[src/clk_select_defs.svh]
`ifndef CLK_SELECT_DEFS_SVH
`define CLK_SELECT_DEFS_SVH

// AXI4-Lite byte offsets
`define ADDR_SOURCE_SELECT 4'h0
`define ADDR_OSC_CONTROL   4'h4
`define ADDR_CLOCK_CONTROL 4'h8
`define ADDR_STATUS        4'hc

// Field positions
`define BIT_SELECT       0
`define BIT_PRI_ENABLE   0
`define BIT_SEC_ENABLE   1
`define BIT_UNDIVIDED    0
`define LSB_RELOAD       8
`define LSB_PERIPH       16

// Fuse source codes
`define PRI_HS_CRYSTAL 2'h3
`define PRI_LP_CRYSTAL 2'h2
`define SRC_EXTERNAL   2'h1
`define SRC_RC         2'h0

// Reset values and the new-source edge count that ends a switch
`define RELOAD_RESET  8'hff
`define PERIPH_RESET  4'h0
`define SYNC_DONE     2'h2

// Startup waits in reference cycles per source kind
`define WAIT_CRYSTAL  16'h4000
`define WAIT_EXTERNAL 16'h0010
`define WAIT_RC       16'h0040

`define RESP_OKAY   2'h0
`define RESP_SLVERR 2'h2
`endif

[src/clk_select_pkg.sv]
package clk_select_pkg;
	typedef struct packed {
		logic [3:0]  awaddr;
		logic        awvalid;
		logic [31:0] wdata;
		logic [3:0]  wstrb;
		logic        wvalid;
		logic        bready;
		logic [3:0]  araddr;
		logic        arvalid;
		logic        rready;
	} axil_req_t;

	typedef struct packed {
		logic        awready;
		logic        wready;
		logic [1:0]  bresp;
		logic        bvalid;
		logic        arready;
		logic [31:0] rdata;
		logic [1:0]  rresp;
		logic        rvalid;
	} axil_rsp_t;

	typedef struct packed {
		logic [1:0] primary_source;
		logic [1:0] secondary_source;
		logic       oscillator_select_fuse;
		logic       undivided_default;
		logic [7:0] user_calibration;
		logic [7:0] factory_calibration;
	} fuse_t;

	// Pad owner per pin: 1 = pin free as port, 0 = taken by oscillator; amp bits: 1 = amplifier on
	typedef struct packed {
		logic port4_pin6_free;
		logic port4_pin7_free;
		logic port1_pin0_free;
		logic port4_pin2_free;
		logic primary_amp_on;
		logic secondary_amp_on;
	} pad_ctrl_t;
endpackage

[src/clk_select.sv]
// Chosen here: register access over AXI4-Lite and the register offsets.
`include "clk_select_defs.svh"

module dual_oscillator_clock_select #(
	parameter int RELOAD_WIDTH = 8,
	parameter int PERIPH_WIDTH = 4
) (
	input  wire logic                     i_clock,       // Reference clock, 125 MHz
	input  wire logic                     i_arst_n,      // Async reset, active low
	input  wire logic                     i_enable,      // Clock enable
	input  wire clk_select_pkg::fuse_t    i_fuse,        // Fuse settings
	input  wire logic                     i_primary_osc, // Primary slot oscillator, sampled
	input  wire logic                     i_secondary_osc, // Secondary slot oscillator
	input  wire clk_select_pkg::axil_req_t i_axil,       // AXI4-Lite request
	output clk_select_pkg::axil_rsp_t     o_axil,        // AXI4-Lite response
	output logic                          o_sys_clock,   // System clock enable pulse
	output logic                          o_periph_tick, // Peripheral clock enable pulse
	output logic                          o_startup_done, // Startup wait elapsed
	output clk_select_pkg::pad_ctrl_t     o_pads,        // Pad ownership
	output logic [7:0]                    o_rc_trim      // RC trim code
);
	import clk_select_pkg::*;

	// Counters and field slices are written for the documented widths only
	if (RELOAD_WIDTH != 8 || PERIPH_WIDTH != 4) begin : g_bad_width
		$error("unsupported divider widths");
	end

	typedef enum logic [1:0] {
		sw_run  = 2'b00,
		sw_stop = 2'b01,
		sw_wait = 2'b10
	} switch_state_t;

	typedef struct packed {
		logic                    fuse_loaded;
		logic                    select;
		logic                    pri_en;
		logic                    sec_en;
		logic                    pending;
		switch_state_t           sw;
		logic [1:0]              edge_cnt;
		logic [1:0]              pri_hist;
		logic [1:0]              sec_hist;
		logic                    active;
		logic                    undivided;
		logic                    half;
		logic [RELOAD_WIDTH-1:0] reload;
		logic [RELOAD_WIDTH-1:0] presc;
		logic [PERIPH_WIDTH-1:0] periph_div;
		logic [PERIPH_WIDTH-1:0] periph_cnt;
		logic [15:0]             wait_cnt;
		logic                    started;
		logic                    sys;
		logic                    ptick;
		logic                    aw_got;
		logic [3:0]              aw_addr;
		logic                    w_got;
		logic [31:0]             w_data;
		logic [3:0]              w_strb;
		logic                    bvalid;
		logic [1:0]              bresp;
		logic                    rvalid;
		logic [31:0]             rdata;
		logic [1:0]              rresp;
	} state_t;

	state_t st;
	state_t next_st;

	logic pri_edge;
	logic sec_edge;
	logic new_edge;
	logic src_edge;
	logic wr_fire;
	logic [31:0] rd_word;

	always_comb begin
		pri_edge = st.pri_hist == 2'b01;
		sec_edge = st.sec_hist == 2'b01;
		new_edge = st.pending ? pri_edge : sec_edge;
		src_edge = st.active ? pri_edge : sec_edge;
		wr_fire  = st.aw_got && st.w_got && !st.bvalid;
		case (i_axil.araddr)
			`ADDR_SOURCE_SELECT: rd_word = {31'h0, st.select};
			`ADDR_OSC_CONTROL:   rd_word = {30'h0, st.sec_en, st.pri_en};
			`ADDR_CLOCK_CONTROL: rd_word = {12'h0, st.periph_div, st.reload, 7'h0,
				st.undivided};
			`ADDR_STATUS:        rd_word = {29'h0, st.started, st.sw != sw_run, st.active};
			default:             rd_word = 32'h0;
		endcase
	end

	always_comb begin
		next_st = st;
		next_st.sys = 1'b0;
		next_st.ptick = 1'b0;
		next_st.pri_hist = {st.pri_hist[0], i_primary_osc && st.pri_en};
		next_st.sec_hist = {st.sec_hist[0], i_secondary_osc && st.sec_en};

		if (!st.fuse_loaded) begin
			next_st.fuse_loaded = 1'b1;
			next_st.select    = i_fuse.oscillator_select_fuse;
			next_st.active    = i_fuse.oscillator_select_fuse;
			next_st.pri_en    = i_fuse.oscillator_select_fuse;
			next_st.sec_en    = !i_fuse.oscillator_select_fuse;
			next_st.undivided = i_fuse.undivided_default;
			case (i_fuse.oscillator_select_fuse ? i_fuse.primary_source :
				(i_fuse.secondary_source[1] ? `PRI_LP_CRYSTAL : i_fuse.secondary_source))
				`PRI_HS_CRYSTAL, `PRI_LP_CRYSTAL: next_st.wait_cnt = `WAIT_CRYSTAL;
				`SRC_EXTERNAL: next_st.wait_cnt = `WAIT_EXTERNAL;
				default:       next_st.wait_cnt = `WAIT_RC;
			endcase
		end else if (!st.started) begin
			if (st.wait_cnt == 16'h0)
				next_st.started = 1'b1;
			else
				next_st.wait_cnt = st.wait_cnt - 16'h1;
		end

		// Glitch-free hand-over: stop on an old edge, resume on the second edge of the new one
		case (st.sw)
			sw_run: begin
				if (st.select != st.active) begin
					next_st.sw = sw_stop;
					next_st.pending = st.select;
					next_st.edge_cnt = 2'h0;
				end
			end
			sw_stop: begin
				if (src_edge || !(st.active ? st.pri_en : st.sec_en)) begin
					next_st.sw = sw_wait;
					next_st.edge_cnt = 2'h0;
				end
			end
			sw_wait: begin
				if (new_edge) begin
					next_st.edge_cnt = st.edge_cnt + 2'h1;
					if (st.edge_cnt + 2'h1 == `SYNC_DONE) begin
						next_st.active = st.pending;
						next_st.sw = sw_run;
					end
				end
			end
			default: next_st.sw = sw_run;
		endcase

		// Divide stage then reload prescaler, shared by both slots
		if (st.started && st.sw == sw_run && src_edge) begin
			next_st.half = !st.half;
			if (st.undivided || st.half) begin
				if (st.reload == `RELOAD_RESET) begin
					next_st.sys = 1'b1;
				end else if (st.presc == `RELOAD_RESET) begin
					next_st.presc = st.reload;
					next_st.sys = 1'b1;
				end else begin
					next_st.presc = st.presc + 8'h1;
				end
			end
		end
		if (st.sys) begin
			if (st.periph_cnt >= st.periph_div) begin
				next_st.periph_cnt = `PERIPH_RESET;
				next_st.ptick = 1'b1;
			end else begin
				next_st.periph_cnt = st.periph_cnt + 4'h1;
			end
		end

		// AXI4-Lite slave
		if (i_axil.awvalid && !st.aw_got) begin
			next_st.aw_got = 1'b1;
			next_st.aw_addr = i_axil.awaddr;
		end
		if (i_axil.wvalid && !st.w_got) begin
			next_st.w_got = 1'b1;
			next_st.w_data = i_axil.wdata;
			// Strobes are kept with the data: the master may drop them once taken
			next_st.w_strb = i_axil.wstrb;
		end
		if (wr_fire) begin
			next_st.aw_got = 1'b0;
			next_st.w_got = 1'b0;
			next_st.bvalid = 1'b1;
			next_st.bresp = `RESP_OKAY;
			case (st.aw_addr)
				`ADDR_SOURCE_SELECT: begin
					if (st.w_strb[0]) begin
						if (st.w_data[`BIT_SELECT] ? st.pri_en : st.sec_en)
							next_st.select = st.w_data[`BIT_SELECT];
					end
				end
				`ADDR_OSC_CONTROL: begin
					if (st.w_strb[0]) begin
						next_st.pri_en = st.w_data[`BIT_PRI_ENABLE] || st.select;
						next_st.sec_en = st.w_data[`BIT_SEC_ENABLE] || !st.select;
					end
				end
				`ADDR_CLOCK_CONTROL: begin
					if (st.w_strb[0])
						next_st.undivided = st.w_data[`BIT_UNDIVIDED];
					if (st.w_strb[1])
						next_st.reload = st.w_data[`LSB_RELOAD +: 8];
					if (st.w_strb[2])
						next_st.periph_div = st.w_data[`LSB_PERIPH +: 4];
				end
				`ADDR_STATUS: ;
				default: next_st.bresp = `RESP_SLVERR;
			endcase
		end
		if (st.bvalid && i_axil.bready)
			next_st.bvalid = 1'b0;
		if (i_axil.arvalid && !st.rvalid) begin
			next_st.rvalid = 1'b1;
			next_st.rdata = rd_word;
			next_st.rresp = (i_axil.araddr[1:0] == 2'h0) ? `RESP_OKAY : `RESP_SLVERR;
		end else if (st.rvalid && i_axil.rready) begin
			next_st.rvalid = 1'b0;
		end
	end

	always_ff @(posedge i_clock or negedge i_arst_n) begin
		if (!i_arst_n) begin
			st <= '0;
			st.select <= 1'b1;
			st.active <= 1'b1;
			st.pri_en <= 1'b1;
			st.reload <= `RELOAD_RESET;
			st.presc <= `RELOAD_RESET;
		end else if (i_enable) begin
			st <= next_st;
		end
	end

	always_comb begin
		o_axil.awready = !st.aw_got;
		o_axil.wready  = !st.w_got;
		o_axil.bvalid  = st.bvalid;
		o_axil.bresp   = st.bresp;
		o_axil.arready = !st.rvalid;
		o_axil.rvalid  = st.rvalid;
		o_axil.rdata   = st.rdata;
		o_axil.rresp   = st.rresp;
		o_sys_clock    = st.sys;
		o_periph_tick  = st.ptick;
		o_startup_done = st.started;
		// Crystal holds both pads; external holds input only; RC frees both
		o_pads.port4_pin6_free = !st.pri_en || i_fuse.primary_source == `SRC_RC;
		o_pads.port4_pin7_free = !st.pri_en || !i_fuse.primary_source[1];
		o_pads.primary_amp_on  = st.pri_en && i_fuse.primary_source[1];
		o_pads.port1_pin0_free = !st.sec_en || (!i_fuse.secondary_source[1] &&
			!i_fuse.secondary_source[0]);
		o_pads.port4_pin2_free = !st.sec_en || !i_fuse.secondary_source[1];
		o_pads.secondary_amp_on = st.sec_en && i_fuse.secondary_source[1];
		// User byte trims; factory copy stays untouched on its own input
		o_rc_trim = i_fuse.user_calibration;
	end
endmodule // dual_oscillator_clock_select

[config.mk]
export PLATFORM = sky130hd
export DESIGN_NAME = dual_oscillator_clock_select
export DESIGN_NICKNAME = d
export VERILOG_FILES = /design/src/clk_select_pkg.sv /design/src/clk_select.sv
export VERILOG_INCLUDE_DIRS = /design/src
export SDC_FILE = /design/constraint.sdc
export NUM_CORES = 1
export LEC_CHECK = 0
export BUFFER_PORTS_ARGS = -buffer_cell sky130_fd_sc_hd__buf_2
export CAP_MARGIN = 20
export CELL_PAD_IN_SITES_DETAIL_PLACEMENT = 1
export CELL_PAD_IN_SITES_GLOBAL_PLACEMENT = 2
export CORE_ASPECT_RATIO = 1.4
export CORE_MARGIN = 5
export CORE_UTILIZATION = 33
export DETAILED_ROUTE_END_ITERATION = 16
export GPL_TIMING_DRIVEN = 0
export HOLD_SLACK_MARGIN = 0.05
export PLACE_DENSITY_LB_ADDON = 0.1
export REMOVE_ABC_BUFFERS = 1
export SLEW_MARGIN = 40
export SYNTH_ARGS = -nofsm -noshare
export SYNTH_HDL_FRONTEND = slang
export SYNTH_SLANG_ARGS = --single-unit
[constraint.sdc]
create_clock -name i_clock -period 2.32 [get_ports i_clock]
set_input_delay 0.348 -clock i_clock [delete_from_list [all_inputs] [get_ports i_clock]]
set_output_delay 0.348 -clock i_clock [all_outputs]
set_load 0.02 [all_outputs]
## Yosys cells after proc, flatten, opt, wreduce, memory -nomap -nowiden

Cells that the tools add are included.

- Input bits: 76
- Word-level logic and storage cells: 176
- Output and inout port bits: 58
- Register bits after elaboration: 139

- Multiplexer cells: 50
- Add/sub/neg operators: 4
- Reduce and logical (&&, ||, !) cells: 67
- $lt $le $gt $ge: 1
- Equal/unequal tests: 23
- Bitwise gates (word level): 1

Operators by type and width:

| kind | count |
|---|---|
| 20-bit one-hot mux with 4 select lines | 1 |
| 37-bit two-way mux | 1 |
| 16-bit two-way mux | 2 |
| 15-bit one-hot mux with 2 select lines | 1 |
| 1-bit two-way mux | 25 |
| 2-bit AND reduction | 11 |
| 17-bit two-way mux | 1 |
| 4-bit equality test (second input constant) | 4 |
| 8-bit equality test (second input constant) | 2 |
| 16-bit logical NOT | 1 |
| 2-bit two-way mux | 8 |
| 4-bit two-way mux | 4 |
| 16-bit by 1-bit subtractor with 16-bit output (second input constant) | 1 |
| 1-bit logical AND | 14 |
| 1-bit logical NOT | 13 |
| 2-bit != test (second input constant) | 6 |
| 2-bit one-hot mux with 3 select lines | 2 |
| 4-bit AND reduction | 3 |
| 5-bit AND reduction | 2 |
| 2-bit nonzero test | 5 |
| 3-bit two-way mux | 3 |
| 8-bit by 1-bit adder with 8-bit output (second input constant) | 1 |
| 2-bit by 1-bit equality test with 1-bit output (second input constant) | 4 |
| 2-bit equality test (second input constant) | 4 |
| 15 further kinds | 27 |

## Longest topological paths before layout

- Depth after elaboration: 6
- Gate-level depth with buffers: 7
- Mapped depth without buffers: 6

## Worst setup path after synthesis

OpenSTA, ideal clock, no wires.

- Path kind: register to register
- From: register st[99] in the netlist's numbering
- To: register st[101] in the netlist's numbering
- Library setup time: 0.116 ns
- Path slack: 0.350 ns
- Path buffers: 0
- Stages on the path, launching flop included: 7
- Arrival time: 1.854 ns
- Clock period less this slack: 1.970 ns
- Data required time: 2.204 ns
- Path through: dfrtp_1 > inv_1 > ha_1 > nand2b_1 > a2111oi_0 > nor2_1 > o311ai_0

- Cells in the longest elaborated chain, start to end: 2
- Elaborated cells on any way between the ends: 3
- Classes of those cells: add/sub: 1; order compare: 1; mux: 1

Ends and longest elaborated chain:

| item | line | RTL |
|---|---|---|
| from (decl) | clk_select.sv:68 | `state_t st;` |
| from (signal assigned) | clk_select.sv:232 | `st <= next_st;` |
| 4-bit by 1-bit adder with 4-bit output / 4-bit >= comparator (equally long branches) | clk_select.sv:167, clk_select.sv:163 |  |
| 4-bit two-way mux * | clk_select.sv:163 | `if (st.periph_cnt >= st.periph_div) begin` |

Every way passes the cells marked *; elsewhere a longest branch is shown, timed or not.
A chain may end at the register's enable or synchronous reset.

## Worst setup path after layout

- From: register st[94] in the netlist's numbering
- To: register st[90] in the netlist's numbering

- Cells in the longest elaborated chain, start to end: 3

Ends and longest elaborated chain:

| item | line | RTL |
|---|---|---|
| 16-bit logical NOT | clk_select.sv:115 | `if (st.wait_cnt == 16'h0)` |
| 2-bit != test (no source line) | -- |  |
| 3-bit AND reduction (no source line) | -- |  |

No other way between the ends.

==> flow_metrics.tcl <==
set metrics [dict create \
    vias 4058 \
    final.setup_skew_ns 0.0121 \
    vdd.ir_drop.worst_uv 426 \
    path_clk_slew_ns 0.08 \
    cp_max_fo 10 \
    synth_top_area_share_pct 38.0 \
    core_area_sq_um 16100 \
    drt_wl_total_microns 14500 \
    grt_pass1_vias 4544 \
    cts_sinks 101 \
    drcViolationCount 0 \
    numCtsBuffers 9 \
    initial_utilization_pct 33.5 \
    setup_viol 0 \
    slew-limit-headroom_pct 55.7 \
    vias_per_cell 5.28 \
    yosys_register_bits 101 \
    yosysWarnings 0 \
    drive_gt1_share_pct 30.1 \
    ios 134 \
    period_minus_slack_ns 2.16 \
    final_antenna_net_count 0 \
    drt-initial-drc-count 163 \
    status "completed" \
    layout.nets 648 \
    fmax_ghz 0.463 \
    rows 55 \
    syn-instance-count 523 \
    cts_tree "done" \
    synthArstFlopShare_pct 100 \
    worstPathRequired_ns 2.55 \
    synth_edf_count 0 \
    synth.cell_area_sq_um 5390 \
    fin_crit_sh_pct 93.0 \
    slew_violations 0 \
    cts-root-buf "clkbuf_16" \
    cp-end-kind "flip-flop" \
    worstMarginPinSlew_ns 0.662 \
    dieArea_sq_um 19000 \
    avgSynthCellArea_sq_um 10.3 \
    place_ws_ns -0.298 \
    insertion_delay_ns 0.35 \
    grt_overflow 0 \
    multi_input_area_sq_um 2460 \
    seqCellArea_sq_um 2550 \
    die_w_microns 118 \
    port_buffers 71 \
    htreeDepth 3 \
    hold_violations 0 \
    worst-setup-path-type "reg -> reg" \
    worstSetupStartpointType "flip-flop" \
    cts_buffer_depth 2 \
    dr.pass1.iters 4 \
    grt_max_degree 58 \
    ys.flop_type "dfrtp_1" \
    syn2layout_area_growth_pct 13.2 \
    fp.dieH_microns 161 \
    post-dp-hpwl_microns 10700 \
    rsz0062_at_grt "no" \
    track_usage_pct 15.6 \
    drt-wirelength-per-cell_microns 18.9 \
    synth_top_cell_by_area "dfrtp_1" \
    power_density_nw_per_um2 980 \
    arrival_ns 2.39 \
    synth_cell_types 66 \
    finalPower_mw 5.98 \
    synth_area_leaders "dfrtp_1, dfstp_2, mux2_2" \
    synth-seq-area-share_pct 47.3 \
    grt_antenna_before_repair 0 \
    grt_pass1_wl_microns 24300 \
    nFillCells 1825 \
    maxCapViolations 0 \
    setup_ws_ns 0.162 \
    power_leakage_nw 2.81 \
    hold_path_class "in -> reg" \
    diodes 0 \
    routabilityCongestion 0.789 \
    post-cts-setup-buffer-count 0 \
]
## power by group
group          internal, mW  switching (mW)
Combinational         0.758           0.852
Clock                 0.867           0.769
Sequential             2.24           0.499
Total                  3.86            2.12
## cell type report
cell class              instances  share of cell area (%)
flip-flops and latches        101                    41.8
multi-input cells             348                    40.2
repair buffers                 77                    7.03
well taps                     199                    4.08
clock buffers                   9                    3.69
inverters                      27                    1.66
clock inverters                 7                    1.52
## synth_stat cells (4+ instances only)
| library cell | count |
|---|---|
| a21o_1 | 6 |
| a21oi_1 | 12 |
| a22o_1 | 17 |
| a31oi_1 | 7 |
| a32o_1 | 4 |
| buf_1 | 4 |
| buf_4 | 46 |
| clkbuf_1 | 12 |
| dfrtp_1 | 82 |
| dfstp_2 | 19 |
| ha_1 | 8 |
| inv_1 | 27 |
| mux2_2 | 37 |
| mux2i_1 | 7 |
| nand2_1 | 49 |
| nand2b_1 | 7 |
| nand3_1 | 18 |
| nand3b_1 | 4 |
| nand4_1 | 8 |
| nor2_1 | 22 |
| nor2b_1 | 5 |
| nor3_1 | 8 |
| nor3b_1 | 4 |
| nor4_1 | 7 |
| o211ai_1 | 4 |
| o21ai_0 | 22 |
| o22ai_1 | 4 |
| or2_2 | 5 |
| or4_1 | 5 |
| xnor2_1 | 5 |
## layout by cell type, fill, tap and decap left out, types with 4 or more instances in the layout
cell type  instances
nor2_1            22
a22o_1            17
a21o_1             6
nand2_1           49
dfrtp_1           82
inv_1             27
nor4_1             6
a32o_1             4
a31oi_1            7
or4_1              5
nand4_1            8
a21oi_1           12
o21ai_0           22
mux2i_1            7
nand3b_1           4
buf_2             73
o22ai_1            4
nor3b_1            4
nand3_1           16
nor2b_1            5
or2_2              5
mux2_2            37
o211ai_1           4
ha_1               8
nor3_1             6
dfstp_2           19
clkbuf_16          9
xnor2_1            5
nand2b_1           7
conb_1            19
## worst paths after layout
path,from,to,slack [ns],cells after the start
setup / recovery,st[94],st[90],0.16,4
hold / removal,i_axil[25],st[55],0.22,2
setup reg to reg,st[94],st[90],0.16,4
hold reg to reg,o_axil[5],o_axil[5],0.50,1
max in group asynchronous,i_arst_n,st[118],1.19,3
min in group asynchronous,i_arst_n,st[96],0.47,2
## routing by layer
metal | GRT usage (%) | part of all wire [%] | vias up
li1 | - | - | 1923
met1 | 18.8 | 43 | 2039
met2 | 27.8 | 52 | 83
met3 | 3.05 | 3.7 | 13
met4 | 5.37 | 1.3 | 0
met5 | 0 | 0 | -
## logic make-up (layout without fill, tap and decap cells)
logic type / count (synthesis) / count (layout) / synth area share [%]
adder cells (fa/ha/maj): 8 / 8 / 1.86
AO/OA/AOI/OAI: 107 / 107 / 14.4
multiplexers: 45 / 45 / 9.44
buffers and inverters: 92 / 120 / 9.67
AND/OR/NAND/NOR: 164 / 164 / 16.5
other: 1 / 19 / 0.0695
flip-flops: 101 / 101 / 47.3
XOR/XNOR: 5 / 5 / 0.812
## what timing repair did
action	4_1_cts	5_1_grt
gates resized for setup	1	3
hold endpoints to repair	38	0
setup endpoints to repair	8	21
hold buffers	1	0
## metrics by stage
stage | instance area (sq um) | util, % | hold WS (ns) | instances | TNS (ns)
finish | 6100 | 37.9 | 0.216 | 768 | 0
global route | 6100 | 37.9 | 0.203 | 768 | 0
CTS | 6070 | 37.7 | 0.198 | 768 | 0
detailed placement | 5740 | 35.6 | 0.275 | 751 | -4.10
global placement | 5650 | 35.1 | 0.469 | 746 | -61.72
floorplan | 5040 | - | 0.0524 | 476 | -0.0431
## registers in the layout, indices dropped and copies added (netlist names)
register        flops
o_sys_clock         1
o_periph_tick       1
st                 77
o_startup_done      1
o_axil             19
next_st             2
## worst max-delay path, stage by stage (launching register included)
cell and delay (ns):
dfrtp_1 0.44, nor4_1 0.56, nand4_2 0.44, and4_1 0.33, a221o_1 0.25
Note: power is estimated with default switching activity, not from simulation.
